## src/prs_pkg.sv

```systemverilog
//////////////////////////////////////////////////////////////////////////////
// Purpose: Shared constants for the first loop reference selection block
// Assumes: 40 MHz system clock
// Notes:   Timeouts are derived from the minimum detectable input frequency
//////////////////////////////////////////////////////////////////////////////
package prs_pkg;

  localparam int CLK_PERIOD_PS = 25000;
  localparam int DIV_W         = 12;
  localparam int LOS_CNT_W     = 6;

  // Reference select field encodings
  localparam logic [1:0] SEL_FIX_ZERO = 2'h0;
  localparam logic [1:0] SEL_FIX_ONE  = 2'h1;
  localparam logic [1:0] SEL_AUTO_NR  = 2'h2;
  localparam logic [1:0] SEL_AUTO_RV  = 2'h3;

  // Indicator output format encodings
  localparam logic [1:0] FMT_RESERVED = 2'h0;
  localparam logic [1:0] FMT_NMOS_OD  = 2'h1;
  localparam logic [1:0] FMT_PMOS_OD  = 2'h2;
  localparam logic [1:0] FMT_CMOS     = 2'h3;

  // Minimum detectable input frequency per timeout code, in kHz
  localparam int LOS_MIN_KHZ_0 = 1000;
  localparam int LOS_MIN_KHZ_1 = 3000;
  localparam int LOS_MIN_KHZ_2 = 13000;
  localparam int LOS_MIN_KHZ_3 = 32000;

  // Longest period rounded up to cycles, plus one cycle of margin
  localparam int LOS_CYC_0 =
    (1000000000 / LOS_MIN_KHZ_0 + CLK_PERIOD_PS - 1) / CLK_PERIOD_PS + 1;
  localparam int LOS_CYC_1 =
    (1000000000 / LOS_MIN_KHZ_1 + CLK_PERIOD_PS - 1) / CLK_PERIOD_PS + 1;
  localparam int LOS_CYC_2 =
    (1000000000 / LOS_MIN_KHZ_2 + CLK_PERIOD_PS - 1) / CLK_PERIOD_PS + 1;
  localparam int LOS_CYC_3 =
    (1000000000 / LOS_MIN_KHZ_3 + CLK_PERIOD_PS - 1) / CLK_PERIOD_PS + 1;

  typedef enum logic {PRS_REF_ZERO, PRS_REF_ONE} prs_ref_t;

endpackage

```

## src/prs_div_if.sv

```systemverilog
//////////////////////////////////////////////////////////////////////////////
// Purpose: Carrier between the selector and one 12-bit divider
// Assumes: Single clock domain
// Notes:   tick is a one-cycle pulse per rising input edge
//////////////////////////////////////////////////////////////////////////////
`timescale 1ns/1ps
interface prs_div_if;
  logic        tick;
  logic [11:0] ratio;
  logic        out_pulse;
  logic        invalid;

  modport ctrl (output tick, output ratio, input out_pulse, input invalid);
  modport div  (input tick, input ratio, output out_pulse, output invalid);
endinterface

```

## src/prs_divider.sv

```systemverilog
//////////////////////////////////////////////////////////////////////////////
// Purpose: 12-bit edge divider, one output pulse per ratio input ticks
// Assumes: Ratio held by the caller, zero is treated as invalid
// Notes:   A ratio lowered mid-count takes effect on the next tick
//////////////////////////////////////////////////////////////////////////////
`timescale 1ns/1ps
module prs_divider #(
  parameter int W = prs_pkg::DIV_W
) (
  input  wire logic CLK,
  input  wire logic RSTN,
  prs_div_if.div    dv
);

  // The carrier fixes the ratio width, so any other width is refused
  if (W != prs_pkg::DIV_W)
  begin : g_bad_width
    $error("prs_divider: width must match the interface");
  end

  logic [W-1:0] cnt_ff;
  logic         pulse_ff;
  logic         invalid_ff;
  logic         hit;

  assign hit = dv.tick && (dv.ratio != '0) && (cnt_ff + 12'h001 >= dv.ratio);

  always_ff @(posedge CLK or negedge RSTN)
  begin
    if (!RSTN)
      cnt_ff <= '0;
    else if (dv.ratio == '0)
      cnt_ff <= '0;
    else if (hit)
      cnt_ff <= '0;
    else if (dv.tick)
      cnt_ff <= cnt_ff + 12'h001;
  end

  always_ff @(posedge CLK or negedge RSTN)
  begin
    if (!RSTN)
      pulse_ff <= 1'b0;
    else
      pulse_ff <= hit;   // [RULE_13] [RULE_14]
  end

  always_ff @(posedge CLK or negedge RSTN)
  begin
    if (!RSTN)
      invalid_ff <= 1'b1;
    else
      invalid_ff <= (dv.ratio == '0);   // [RULE_13] [RULE_14]
  end

  assign dv.out_pulse = pulse_ff;
  assign dv.invalid   = invalid_ff;
endmodule // prs_divider

```

## src/prs_ref_select.sv

```systemverilog
//////////////////////////////////////////////////////////////////////////////
// Purpose: First loop reference path: buffer type, input selection,
//          loss-of-signal detection, indicator pins, R and N dividers
// Assumes: Settings come from the serial programming logic on CLK
// Notes:   Reference and feedback pins are sampled at 40 MHz
//////////////////////////////////////////////////////////////////////////////
// Behaviour
// RULE_01: Bit 0 and bit 1 set MOS buffering for input zero and one, else
//          bipolar differential.
// RULE_02: Select 00 forces input zero, select 01 forces input one.
// RULE_03: Entering either automatic mode starts on input zero.
// RULE_04: Revertive mode uses input zero whenever it is active.
// RULE_05: Non-revertive mode moves only when the selected input fails and
//          the other is active.
// RULE_06: Automatic choices follow the per-input loss states.
// RULE_07: One loss indicator per input, valid only in automatic modes.
// RULE_08: One timeout code sets the minimum frequency of both detectors.
// RULE_09: The host picks a timeout no faster than the real reference.
// RULE_10: Indicator format 00 reserved, 01 NMOS, 10 PMOS, 11 CMOS.
// RULE_11: The host sets format 00 while a fixed input is selected.
// RULE_12: The host starts in select 00 if references may be idle.
// RULE_13: The feedback divider is 12 bits, ratio 1 to 4095, zero invalid.
// RULE_14: The reference divider is 12 bits, ratio 1 to 4095, zero invalid.
// RULE_15: All settings arrive from the serial programming interface.
// RULE_16: The phase detector compares divided reference with divided
//          feedback.
//////////////////////////////////////////////////////////////////////////////
`timescale 1ns/1ps
module prs_ref_select (
  input  wire logic        CLK,
  input  wire logic        RSTN,
  input  wire logic        REF_INPUT_ZERO,
  input  wire logic        REF_INPUT_ONE,
  input  wire logic        OSC_FEEDBACK,
  input  wire logic [1:0]  REF_INPUT_BUFFER_BITS,
  input  wire logic [1:0]  REF_SELECT_FIELD,
  input  wire logic [1:0]  LOSS_TIMEOUT_SETTING,
  input  wire logic [1:0]  LOSS_FLAG_OUTPUT_FORMAT,
  input  wire logic [11:0] FIRST_LOOP_REFERENCE_DIVIDER,
  input  wire logic [11:0] FIRST_LOOP_FEEDBACK_DIVIDER,
  output logic      [1:0]  REF_BUFFER_TYPE_MOS,
  output logic             REF_SELECTED_ONE,
  output logic      [1:0]  LOSS_STATE,
  output logic      [1:0]  LOSS_FLAG_O,
  output logic      [1:0]  LOSS_FLAG_OE_N,
  output logic             PD_REF_PULSE,
  output logic             PD_FB_PULSE,
  output logic             PD_UP,
  output logic             PD_DOWN,
  output logic             REF_DIV_INVALID,
  output logic             FB_DIV_INVALID
);

  //////////////////////////////////////////////////////////////////////////
  // Settings capture
  logic [1:0]  buf_ff;
  logic [1:0]  sel_cfg_ff;
  logic [1:0]  tmo_ff;
  logic [1:0]  fmt_ff;
  logic [11:0] rdiv_ff;
  logic [11:0] ndiv_ff;

  always_ff @(posedge CLK or negedge RSTN)
  begin
    if (!RSTN)
    begin
      buf_ff     <= 2'h0;
      sel_cfg_ff <= prs_pkg::SEL_FIX_ZERO;
      tmo_ff     <= 2'h0;
      fmt_ff     <= prs_pkg::FMT_RESERVED;
      rdiv_ff    <= 12'h000;
      ndiv_ff    <= 12'h000;
    end
    else
    begin
      buf_ff     <= REF_INPUT_BUFFER_BITS;          // [RULE_15]
      sel_cfg_ff <= REF_SELECT_FIELD;               // [RULE_15]
      tmo_ff     <= LOSS_TIMEOUT_SETTING;           // [RULE_15]
      fmt_ff     <= LOSS_FLAG_OUTPUT_FORMAT;        // [RULE_15]
      rdiv_ff    <= FIRST_LOOP_REFERENCE_DIVIDER;
      ndiv_ff    <= FIRST_LOOP_FEEDBACK_DIVIDER;
    end
  end

  // Bit n drives the buffer mode of input n
  assign REF_BUFFER_TYPE_MOS = buf_ff;   // [RULE_01]

  //////////////////////////////////////////////////////////////////////////
  // Input sampling and loss detection, one slice per input
  logic [1:0] pin_raw;
  logic [1:0] edge_seen;
  localparam int LOS_CNT_W_L = prs_pkg::LOS_CNT_W;
  logic [1:0] lost_ff;
  logic [LOS_CNT_W_L-1:0] tmo_cyc;

  assign pin_raw = {REF_INPUT_ONE, REF_INPUT_ZERO};

  // A 32 MHz input is near the sampling limit, so short codes are coarse
  always_comb
  begin
    case (tmo_ff)   // [RULE_08]
      2'h0:    tmo_cyc = LOS_CNT_W_L'(prs_pkg::LOS_CYC_0);
      2'h1:    tmo_cyc = LOS_CNT_W_L'(prs_pkg::LOS_CYC_1);
      2'h2:    tmo_cyc = LOS_CNT_W_L'(prs_pkg::LOS_CYC_2);
      default: tmo_cyc = LOS_CNT_W_L'(prs_pkg::LOS_CYC_3);
    endcase
  end

  genvar gi;
  generate
    for (gi = 0; gi < 2; gi++)
    begin : g_los
      logic                   s1_ff;
      logic                   s2_ff;
      logic                   s3_ff;
      logic [LOS_CNT_W_L-1:0] cnt_ff;

      always_ff @(posedge CLK or negedge RSTN)
      begin
        if (!RSTN)
        begin
          s1_ff <= 1'b0;
          s2_ff <= 1'b0;
          s3_ff <= 1'b0;
        end
        else
        begin
          s1_ff <= pin_raw[gi];
          s2_ff <= s1_ff;
          s3_ff <= s2_ff;
        end
      end

      assign edge_seen[gi] = s2_ff && !s3_ff;

      always_ff @(posedge CLK or negedge RSTN)
      begin
        if (!RSTN)
          cnt_ff <= '0;
        else if (edge_seen[gi])
          cnt_ff <= '0;
        else if (cnt_ff < tmo_cyc)
          cnt_ff <= cnt_ff + LOS_CNT_W_L'(1);
      end

      // Idle until the first edge: no reference counts as lost
      always_ff @(posedge CLK or negedge RSTN)
      begin
        if (!RSTN)
          lost_ff[gi] <= 1'b1;
        else if (edge_seen[gi])
          lost_ff[gi] <= 1'b0;
        else if (cnt_ff >= tmo_cyc)
          lost_ff[gi] <= 1'b1;   // [RULE_08]
      end
    end
  endgenerate

  //////////////////////////////////////////////////////////////////////////
  // Reference selection
  prs_pkg::prs_ref_t sel_ff;
  prs_pkg::prs_ref_t nxt_sel;
  logic              auto_mode;
  logic              prev_auto_ff;

  assign auto_mode = sel_cfg_ff[1];

  always_ff @(posedge CLK or negedge RSTN)
  begin
    if (!RSTN)
      prev_auto_ff <= 1'b0;
    else
      prev_auto_ff <= auto_mode;
  end

  always_comb
  begin
    nxt_sel = sel_ff;
    case (sel_cfg_ff)
      prs_pkg::SEL_FIX_ZERO: nxt_sel = prs_pkg::PRS_REF_ZERO;   // [RULE_02]
      prs_pkg::SEL_FIX_ONE:  nxt_sel = prs_pkg::PRS_REF_ONE;    // [RULE_02]
      prs_pkg::SEL_AUTO_RV:
      begin
        if (!prev_auto_ff || !lost_ff[0])
          nxt_sel = prs_pkg::PRS_REF_ZERO;   // [RULE_03] [RULE_04] [RULE_06]
        else
          nxt_sel = prs_pkg::PRS_REF_ONE;    // [RULE_04]
      end
      prs_pkg::SEL_AUTO_NR:
      begin
        if (!prev_auto_ff)
          nxt_sel = prs_pkg::PRS_REF_ZERO;   // [RULE_03]
        else if (sel_ff == prs_pkg::PRS_REF_ZERO && lost_ff[0] && !lost_ff[1])
          nxt_sel = prs_pkg::PRS_REF_ONE;    // [RULE_05] [RULE_06]
        else if (sel_ff == prs_pkg::PRS_REF_ONE && lost_ff[1] && !lost_ff[0])
          nxt_sel = prs_pkg::PRS_REF_ZERO;   // [RULE_05] [RULE_06]
      end
      default: nxt_sel = prs_pkg::PRS_REF_ZERO;
    endcase
  end

  always_ff @(posedge CLK or negedge RSTN)
  begin
    if (!RSTN)
      sel_ff <= prs_pkg::PRS_REF_ZERO;
    else
      sel_ff <= nxt_sel;
  end

  assign REF_SELECTED_ONE = (sel_ff == prs_pkg::PRS_REF_ONE);

  //////////////////////////////////////////////////////////////////////////
  // Loss indicator pins; released outside automatic modes
  logic [1:0] flag_o_ff;
  logic [1:0] flag_oe_n_ff;
  logic [1:0] state_ff;

  generate
    for (gi = 0; gi < 2; gi++)
    begin : g_flag
      always_ff @(posedge CLK or negedge RSTN)
      begin
        if (!RSTN)
        begin
          state_ff[gi]     <= 1'b0;
          flag_o_ff[gi]    <= 1'b0;
          flag_oe_n_ff[gi] <= 1'b1;
        end
        else
        begin
          state_ff[gi] <= auto_mode && lost_ff[gi];   // [RULE_07]
          if (!auto_mode)
          begin
            flag_o_ff[gi]    <= 1'b0;                 // [RULE_07]
            flag_oe_n_ff[gi] <= 1'b1;
          end
          else
          begin
            case (fmt_ff)   // [RULE_10]
              prs_pkg::FMT_NMOS_OD:
              begin
                flag_o_ff[gi]    <= 1'b0;
                flag_oe_n_ff[gi] <= lost_ff[gi];
              end
              prs_pkg::FMT_PMOS_OD:
              begin
                flag_o_ff[gi]    <= 1'b1;
                flag_oe_n_ff[gi] <= !lost_ff[gi];
              end
              prs_pkg::FMT_CMOS:
              begin
                flag_o_ff[gi]    <= lost_ff[gi];
                flag_oe_n_ff[gi] <= 1'b0;
              end
              default:
              begin
                flag_o_ff[gi]    <= 1'b0;
                flag_oe_n_ff[gi] <= 1'b1;
              end
            endcase
          end
        end
      end
    end
  endgenerate

  assign LOSS_STATE     = state_ff;
  assign LOSS_FLAG_O    = flag_o_ff;
  assign LOSS_FLAG_OE_N = flag_oe_n_ff;

  //////////////////////////////////////////////////////////////////////////
  // Dividers and phase detector
  logic fb_s1_ff;
  logic fb_s2_ff;
  logic fb_s3_ff;

  always_ff @(posedge CLK or negedge RSTN)
  begin
    if (!RSTN)
    begin
      fb_s1_ff <= 1'b0;
      fb_s2_ff <= 1'b0;
      fb_s3_ff <= 1'b0;
    end
    else
    begin
      fb_s1_ff <= OSC_FEEDBACK;
      fb_s2_ff <= fb_s1_ff;
      fb_s3_ff <= fb_s2_ff;
    end
  end

  prs_div_if rdiv_if ();
  prs_div_if ndiv_if ();

  assign rdiv_if.tick  = edge_seen[sel_ff == prs_pkg::PRS_REF_ONE];  // [RULE_16]
  assign rdiv_if.ratio = rdiv_ff;
  assign ndiv_if.tick  = fb_s2_ff && !fb_s3_ff;
  assign ndiv_if.ratio = ndiv_ff;

  prs_divider u_rdiv (.CLK(CLK), .RSTN(RSTN), .dv(rdiv_if));
  prs_divider u_ndiv (.CLK(CLK), .RSTN(RSTN), .dv(ndiv_if));

  assign REF_DIV_INVALID = rdiv_if.invalid;
  assign FB_DIV_INVALID  = ndiv_if.invalid;

  logic up_ff;
  logic dn_ff;
  logic refp_ff;
  logic fbp_ff;

  // Both flags meeting clears them, as a frequency-phase detector does
  always_ff @(posedge CLK or negedge RSTN)
  begin
    if (!RSTN)
    begin
      up_ff   <= 1'b0;
      dn_ff   <= 1'b0;
      refp_ff <= 1'b0;
      fbp_ff  <= 1'b0;
    end
    else
    begin
      refp_ff <= rdiv_if.out_pulse;
      fbp_ff  <= ndiv_if.out_pulse;
      up_ff   <= (up_ff || rdiv_if.out_pulse) &&
                 !(dn_ff || ndiv_if.out_pulse);   // [RULE_16]
      dn_ff   <= (dn_ff || ndiv_if.out_pulse) &&
                 !(up_ff || rdiv_if.out_pulse);   // [RULE_16]
    end
  end

  assign PD_REF_PULSE = refp_ff;
  assign PD_FB_PULSE  = fbp_ff;
  assign PD_UP        = up_ff;
  assign PD_DOWN      = dn_ff;
endmodule // prs_ref_select

```

## config.mk

```make
export PLATFORM = sky130hd
export DESIGN_NAME = prs_ref_select
export DESIGN_NICKNAME = d
export VERILOG_FILES = /design/src/prs_pkg.sv /design/src/prs_div_if.sv /design/src/prs_divider.sv /design/src/prs_ref_select.sv
export SDC_FILE = /design/constraint.sdc
export NUM_CORES = 1
export LEC_CHECK = 0
export BUFFER_PORTS_ARGS = -buffer_cell sky130_fd_sc_hd__clkbuf_2
export CAP_MARGIN = 20
export CORE_UTILIZATION = 45
export CTS_CLUSTER_DIAMETER = 80
export DETAILED_ROUTE_END_ITERATION = 8
export SETUP_SLACK_MARGIN = 0.5
export SYNTH_ARGS = -nofsm -noshare
export SYNTH_HDL_FRONTEND = slang
export SYNTH_SLANG_ARGS = --single-unit
```

## constraint.sdc

```tcl
create_clock -name CLK -period 4.1 [get_ports CLK]
set_clock_uncertainty 0.05 [all_clocks]
set_input_delay 1.23 -clock CLK [delete_from_list [all_inputs] [get_ports CLK]]
set_output_delay 1.23 -clock CLK [all_outputs]
set_load 0.05 [all_outputs]
```

==> flow_summary.toml, run 1 <==
[floorplan]
die_x_um = 101
core-area_um2 = 9420
die_height_um = 101
die_area_um2 = 10300
rows = 35
initial_core_util_pct = 47.2
ios = 52

[cells_and_area]
nets = 536
area_growth_pct = 14.5
multiInputGateArea_um2 = 1890
antenna_cells = 0
regArea_um2 = 2380
utilization_pct = 54.0
drive_gt1_share_pct = 17.9
finalInstanceArea_um2 = 5080
nFillCells = 827

[clock_network]
post-cts-setup-buffer-count = 0
clock_sinks = 95
cts-resized-gates = 0
insertion_delay_ps = 370
cts_buffer_depth = 2
htree_levels = 3
cts_tree = "yes"
cts-root-buf = "clkbuf_8"
cts_buffers = 9
cts_hold_buf = 0
clkTransAtPathRegs_ps = 90

[sta]
rsz0062_at_grt = "false"
final.min_clock_period_ps = 3290
worst_pin_slew_ps = 925
fmax_ghz = 0.304
period_share_pct = 80.3
hold_viol = 0
slew_violations = 0
relSlewSlack_pct = 37.4
setup_viol = 0
setup_ws_ps = 807
fin_setup_tns_ps = 0

[worst_setup_path]
cp_max_fo = 8
crit_required_ps = 4330
path_buf_inv = 0
path_cells = "nand3_1 > nor2_1 > nand3_1 > xnor2_1 > ha_1 > a21o_1 > a21o_1 > a2111o_1 > or4_4 > o311ai_2"
endpoint_kind = "register"
cp_top_family = "simple AND/OR/NAND/NOR gates"
crit_path_top_delay_cell = "or4_4"
cp.arrival_ps = 3520
cp-start-kind = "register"
critical_path.max_stage_delay_ps = 580
path_class = "register to register"

[drt]
antenna_left = 0
vias_per_cell = 5.11
wl_per_cell_um = 13.7
vias = 3031
drt_first_pass_iters = 4
finalWirelength_um = 8140
drtIter0Drc = 101
drcViolationCount = 0

[place]
hpwl_um = 5950
gp_congestion = 0.860
port_buffers = 51
place_ws_ps = 819
place_area_um2 = 4850

[logic_synthesis]
netlist_instances = 400
ys_seq_area_share_pct = 53.7
mappedNetlistArea_um2 = 4440
synth_warnings = 0
ys_types = 46
synth-edff-count = 0
async_reset_ff_share_pct = 100
synth_seq_cells = 95
synth_ff_type = "dfrtp_1"
syn_avg_cell_area_um2 = 11.1
synth_fp_nets = 477

[power_and_ir_drop]
leakage_nw = 2.56
power.density_nw_per_um2 = 484
vdd_drop_max_mv = 0.362
p_total_mw = 2.46

[global_routing]
grt_pass1_vias = 3104
grt_max_degree = 85
antenna_found_initial = 0
track_usage_pct = 18.4
gr-total-overflow = 0
grt_pass1_wl_um = 14500

[worst_hold_path]
hp-class = "register to register"

[flow_run]
cap_violations = 0

[run_status]
status = "completed"
==> power breakdown <==
group	switching, mW	internal [mW]	total (mW)
combinational	0.354	0.264	0.618
sequential	0.127	1.07	1.20
clock	0.337	0.308	0.645
==> through the flow <==
stage,hold WS [ps],instances
after floorplan,281,400
after global placement,287,576
after detailed placement,287,576
after CTS,310,592
after global routing,326,593
final,309,593
==> sequential cells by signal, summed over array words and instances (netlist names), 12 cells and up <==
register and count:
ndiv_ff 12, rdiv_ff 12, u_ndiv.cnt_ff 12, g_los.cnt_ff 12, u_rdiv.cnt_ff 12
==> cell usage in the layout (no fill, tap or decap), drive strengths merged, types with 5 or more instances in the layout <==
master / instances
nand2: 25
dfstp: 6
a21oi: 18
xor2: 13
nor4: 8
nor3: 8
nand3: 15
inv: 42
nor2: 28
ha: 40
dfrtp: 89
clkbuf: 60
o21ai: 13
nor2b: 7
and3: 5
a32o: 12
xnor2: 13
nand4: 10
==> metal layers <==
layer	share of wire [%]	GRT usage [%]	up-vias
met3	4.7	6.07	5
met2	48	30.4	56
met1	46	23.4	1444
met4	0.82	4.46	0
li1	-	-	1526
met5	0	0	-
==> cell families after synthesis <==
group	count (synthesis)	synth area share [%]
AND/OR/NAND/NOR	120	13.6
flip-flops	95	53.7
AO/OA/AOI/OAI	71	11.8
buffers and inverters	45	3.80
adder cells (fa/ha/maj)	40	11.3
XOR/XNOR	26	5.13
multiplexers	3	0.676
==> synthesized netlist by cell type, types with 2 or more instances <==
| cell type | instances | area (µm²) |
|---|---|---|
| mux2i_1 | 3 | 30.0 |
| and2_1 | 4 | 25.0 |
| a211oi_1 | 2 | 15.0 |
| a21oi_1 | 18 | 90.1 |
| o41ai_1 | 2 | 17.5 |
| o21ai_0 | 13 | 65.1 |
| nand2_1 | 25 | 93.8 |
| o21bai_1 | 2 | 15.0 |
| ha_1 | 40 | 500 |
| dfstp_2 | 6 | 158 |
| nor2_1 | 28 | 105 |
| and3_1 | 5 | 31.3 |
| clkbuf_1 | 6 | 22.5 |
| a21o_1 | 3 | 22.5 |
| dfrtp_1 | 89 | 2230 |
| o22ai_1 | 2 | 12.5 |
| nor3_1 | 8 | 40.0 |
| a41oi_1 | 2 | 17.5 |
| nand4_1 | 10 | 62.6 |
| a22o_1 | 2 | 17.5 |
| xnor2_1 | 13 | 114 |
| nor4_1 | 8 | 50.1 |
| nand2b_1 | 4 | 25.0 |
| nor2b_1 | 7 | 43.8 |
| nand3_1 | 15 | 75.1 |
| xor2_1 | 13 | 114 |
| a32o_1 | 12 | 120 |
| o2bb2ai_1 | 2 | 17.5 |
| inv_1 | 39 | 146 |
==> path summary, 6_finish.rpt <==
kind                             startpoint           endpoint  slack [ps]  depth (start not counted)
max                        u_rdiv.cnt_ff[2]   u_rdiv.cnt_ff[3]         810                         10
min                                fb_s1_ff           fb_s2_ff         310                          0
max reg2reg                u_rdiv.cnt_ff[2]   u_rdiv.cnt_ff[3]         810                         10
min reg2reg                        fb_s1_ff           fb_s2_ff         310                          0
max in group asynchronous              RSTN  LOSS_FLAG_OE_N[0]        2530                          2
min in group asynchronous              RSTN        ndiv_ff[11]         780                          1
==> area by class of cell <==
| class | instances | area share (%) |
|---|---|---|
| clock buffers | 10 | 2.71 |
| flip-flops and latches | 95 | 46.9 |
| clock inverters | 6 | 1.48 |
| inverters | 39 | 2.88 |
| multi-input cells | 260 | 37.1 |
| well taps | 129 | 3.17 |
| repair buffers | 54 | 5.76 |
(Power assumes the default switching activity.)
==> inputs of run 2 (changes only) <==
==> constraint.sdc (replaced) <==
create_clock -name CLK -period 3.3 [get_ports CLK]
set_clock_uncertainty 0.05 [all_clocks]
set_input_delay 0.99 -clock CLK [delete_from_list [all_inputs] [get_ports CLK]]
set_output_delay 0.99 -clock CLK [all_outputs]
set_load 0.05 [all_outputs]
==> run 2 against run 1 <==
Against the previous run: power rose by 31%; cell count rose by 2.7%; sequential cell count did not move; critical endpoint unchanged; sequential power rose by 24%; wire length rose by 4.7%; largest power group unchanged; critical path type unchanged.
==> flow_summary.toml, run 2 (synthesis results as in run 1) <==
[sta]
rsz0062_at_grt = "true"
hold_viol = 0
relSlewSlack_pct = 51.4
final.min_clock_period_ps = 3080
fmax_ghz = 0.324
setup_viol = 0
slew_violations = 0
setup_ws_ps = 217
worst_pin_slew_ps = 728
fin_setup_tns_ps = 0
period_share_pct = 93.4

[clock_network]
cts_tree = "yes"
htree_levels = 3
insertion_delay_ps = 350
cts_buffers = 9
clkTransAtPathRegs_ps = 90
clock_sinks = 95
cts_buffer_depth = 2
cts_hold_buf = 0
cts-root-buf = "clkbuf_8"

[global_routing]
antenna_found_initial = 0
grt_pass1_wl_um = 14000
track_usage_pct = 17.8
grt_max_degree = 73
grt_pass1_vias = 3044
gr-total-overflow = 0

[place]
place_ws_ps = 172
placed_cells = 580
hpwl_um = 5990
gp_congestion = 0.850
port_buffers = 51

[worst_setup_path]
setup.worst_path.end = "u_rdiv.cnt_ff[3]"
endpoint_kind = "register"
cp_max_fo = 5
critPathLaunch = "u_rdiv.cnt_ff[0]"
reg2reg_from = "u_rdiv.cnt_ff[0]"
path_class = "register to register"
crit_required_ps = 3500
crit_top_cell = "a21o_1"
reg2reg_to = "u_rdiv.cnt_ff[3]"
cp.arrival_ps = 3290
critical_path.max_stage_delay_ps = 580
path_cells = "ha_4 > nand2_1 > nor2_2 > nand3_2 > xnor2_2 > ha_1 > a21o_1 > a21o_1 > a2111o_1 > or4_4 > o311ai_2"
rr_worst_depth = 11
cp-start-kind = "register"
crit_path_top_delay_cell = "or4_4"
rrSetupSlack_ps = 220

[floorplan]
die_x_um = 101
die_area_um2 = 10300
ios = 52
initial_core_util_pct = 47.2
core-area_um2 = 9420
die_height_um = 101
rows = 35

[cells_and_area]
stdcell_count = 609
area_growth_pct = 20.7
nets = 553
final_common_cell = "dfrtp_1"
final_cell_mix = "dfrtp_1, clkbuf_2, inv_1"
drive_gt1_share_pct = 25.4
utilization_pct = 56.9
antenna_cells = 0

[flow_run]
cap_violations = 0

[drt]
drcViolationCount = 0
vias_per_cell = 5.15
antenna_left = 0
wl_per_cell_um = 14.0
finalWirelength_um = 8520
vias = 3136
drt_first_pass_iters = 5
drtIter0Drc = 163

[power_and_ir_drop]
vdd_drop_max_mv = 0.392
power.density_nw_per_um2 = 600
p_total_mw = 3.21
leakage_nw = 2.68

[worst_hold_path]
hp-class = "register to register"

[run_status]
status = "completed"
run 2: cell types whose count changed in the layout (fill, tap and decap cells not counted), moves of 3 or more:
cell,before,now
buf_4,3,20
dfrtp_1,89,84
dfrtp_2,0,5
nand3_1,15,11
nor2_1,28,24
nand3_2,0,3
nor2_2,0,3
xnor2_1,13,10
xnor2_2,0,3
run 2: through the flow:
step                area (µm²)  hold WS, ps
floorplan                 4460          281
global placement          4900          288
detailed placement        4900          285
CTS                       5220          305
global route              5360          315
finish                    5360          303
run 2: worst min path at each step:
stage | from | endpoint | slack (ps) | cells past startpoint
floorplan | fb_s1_ff | fb_s2_ff | 280 | 0
global placement | g_los[0].s1_ff | g_los[0].s2_ff | 290 | 0
detailed placement | g_los[0].s1_ff | g_los[0].s2_ff | 280 | 0
CTS | g_los[0].s1_ff | g_los[0].s2_ff | 300 | 0
global route | g_los[0].s1_ff | g_los[0].s2_ff | 320 | 0
finish | g_los[0].s1_ff | g_los[0].s2_ff | 300 | 0
run 2: routing by layer:
layer,part of all wire [%],GRT usage [%]
met1,48,23.5
met2,48,29.0
met3,3.6,3.73
met4,0.94,6.69
met5,0,0
run 2: area by class of cell:
type	instances	area [µm²]
clock buffer	10	138
clock inverter	5	82.6
fill	811	4060
inverter	39	146
multi-input combinational	260	2020
sequential	95	2390
tap	129	161
timing repair buffer	71	420
run 2: critical path: cells and delay by family (launching register included):
| family | cells | cell delay, ps |
|---|---|---|
| AND/OR/NAND/NOR | 4 | 970 |
| XOR/XNOR | 1 | 160 |
| AO/OA/AOI/OAI | 4 | 1040 |
| adder cells (fa/ha/maj) | 2 | 350 |
| flip-flops | 1 | 420 |
run 2: where the power goes:
part | internal (mW) | leakage (nW) | switching, mW | total [mW]
sequential | 1.33 | 1.17 | 0.160 | 1.49
combinational | 0.391 | 1.41 | 0.496 | 0.887
clock | 0.443 | 0.101 | 0.390 | 0.833
total | 2.17 | 2.68 | 1.05 | 3.21
run 2: what timing repair did:
action,CTS,global route
buffers inserted,7,7
resized for setup,9,20
pin swaps,2,13
endpoints found under the setup margin,23,27
==> inputs of run 3 (changes only) <==
--- a/config.mk
+++ b/config.mk
@@ -10,6 +10,7 @@
 export CORE_UTILIZATION = 45
 export CTS_CLUSTER_DIAMETER = 80
 export DETAILED_ROUTE_END_ITERATION = 8
+export RECOVER_POWER = 100
 export SETUP_SLACK_MARGIN = 0.5
 export SYNTH_ARGS = -nofsm -noshare
 export SYNTH_HDL_FRONTEND = slang
==> run 3 against run 2 <==
Against the previous run: global-route usage did not move; die area did not move; power fell by 1.5%; utilization fell by 0.98 points; worst setup slack got worse by 2.0 ps; critical path depth fell by 1.
==> flow_summary.toml, run 3 (synthesis results as in run 1) <==
[run_status]
status = "completed"

[sta]
period_share_pct = 93.5
setup_viol = 0
hold_viol = 0
slew_violations = 0
rsz0062_at_grt = "true"
fmax_ghz = 0.324
fin_setup_tns_ps = 0
relSlewSlack_pct = 15.9
setup_ws_ps = 215
final.min_clock_period_ps = 3080
worst_pin_slew_ps = 1260

[floorplan]
rows = 35
ios = 52
die_x_um = 101
die_height_um = 101
initial_core_util_pct = 47.2
die_area_um2 = 10300
core-area_um2 = 9420

[worst_setup_path]
reg2reg_from = "u_rdiv.cnt_ff[3]"
reg2reg_to = "u_rdiv.cnt_ff[3]"
path_cells = "nand4_1 > clkbuf_1 > nor4_4 > xor2_1 > ha_1 > nand4_1 > nor3_1 > a2111o_1 > or4_4 > o311ai_2"
cp-start-kind = "register"
rr_worst_depth = 10
crit_path_top_delay_cell = "or4_4"
rrSetupSlack_ps = 220
cp.arrival_ps = 3290
crit_required_ps = 3510
crit_top_cell = "nand4_1"
critical_path.max_stage_delay_ps = 580
endpoint_kind = "register"
cp_max_fo = 5
path_class = "register to register"

[place]
place_ws_ps = 172
port_buffers = 51
hpwl_um = 5990
place_area_um2 = 4900
gp_congestion = 0.850

[cells_and_area]
antenna_cells = 0
finalInstanceArea_um2 = 5270
final_cell_mix = "dfrtp_1, inv_1, ha_1"
area_growth_pct = 18.6
drive_gt1_share_pct = 19.8
final_common_cell = "dfrtp_1"
nets = 553

[power_and_ir_drop]
vdd_drop_max_mv = 0.394
power.density_nw_per_um2 = 601
leakage_nw = 2.60
p_total_mw = 3.17

[flow_run]
cap_violations = 0

[drt]
finalWirelength_um = 8510
wl_per_cell_um = 14.0
drt_first_pass_iters = 4
drtIter0Drc = 158
vias_per_cell = 5.13
vias = 3125
antenna_left = 0
drcViolationCount = 0

[global_routing]
track_usage_pct = 17.8
antenna_found_initial = 0
grt_pass1_wl_um = 14000
gr-total-overflow = 0
grt_max_degree = 73
grt_pass1_vias = 3044

[clock_network]
clock_sinks = 95
htree_levels = 3
cts_buffer_depth = 2
insertion_delay_ps = 350
clkTransAtPathRegs_ps = 80
cts_hold_buf = 0
cts_tree = "yes"
cts_buffers = 9
cts-root-buf = "clkbuf_8"

[worst_hold_path]
min_path_cells = 0
min_delay_worst_endpoint = "g_los[0].s2_ff"
hp-start = "g_los[0].s1_ff"
hp-class = "register to register"
run 3: power breakdown:
part / leakage, nW / switching (mW) / internal (mW) / total (mW)
sequential: 1.17 / 0.160 / 1.33 / 1.49
combinational: 1.33 / 0.477 / 0.369 / 0.845
clock: 0.101 / 0.388 / 0.443 / 0.831
run 3: worst max-delay path by stage:
stage | start | to | slack (ps) | cells after the start
2_1_floorplan | u_rdiv.cnt_ff[3] | u_rdiv.cnt_ff[3] | 410 | 11
3_3_place_gp | u_rdiv.cnt_ff[0] | u_rdiv.cnt_ff[3] | 240 | 11
3_5_place_dp | u_rdiv.cnt_ff[0] | u_rdiv.cnt_ff[3] | 170 | 11
4_1_cts | u_rdiv.cnt_ff[3] | u_rdiv.cnt_ff[3] | 290 | 10
5_1_grt | u_rdiv.cnt_ff[3] | u_rdiv.cnt_ff[3] | 60 | 10
6_report | u_rdiv.cnt_ff[3] | u_rdiv.cnt_ff[3] | 220 | 10
run 3: timing repair:
action | CTS | global route
setup endpoints to repair | 23 | 27
gates cloned | 0 | 0
buffers inserted | 7 | 7
pin swaps | 2 | 13
gates resized for setup | 9 | 20
hold endpoints to repair | 0 | 0
run 3: routing by layer:
layer | global-route usage [%] | wire (µm) | vias to the layer above | part of all wire, %
li1 | - | - | 1561 | -
met1 | 23.5 | 4020 | 1492 | 47
met2 | 29.0 | 4080 | 63 | 48
met3 | 3.73 | 314 | 9 | 3.7
met4 | 6.69 | 95 | 0 | 1.1
met5 | 0 | 0 | - | 0
run 3: layout make-up:
cell class,instances,area (µm²)
clock buffer,10,138
clock inverter,5,82.6
fill,826,4150
inverter,39,146
multi-input combinational,260,1970
sequential,95,2390
tap,129,161
timing repair buffer,71,378
run 3: per-stage QoR:
| step | std cells | utilization, % | hold slack, ps |
|---|---|---|---|
| CTS | 602 | 55.4 | 305 |
| global placement | 580 | 52.0 | 288 |
| finish | 609 | 55.9 | 303 |
| global route | 609 | 55.9 | 315 |
| floorplan | 400 | - | 281 |
| detailed placement | 580 | 52.0 | 285 |
run 3: critical path, delay by kind of cell (launching register included):
kind                       cells  cell delay, ps
AOI/OAI and AO/OA              2             680
adders and majority gates      1             280
buffers and inverters          1             190
and+or+nand+nor                5            1180
xor gates and xnor gates       1             230
DFF                            1             380
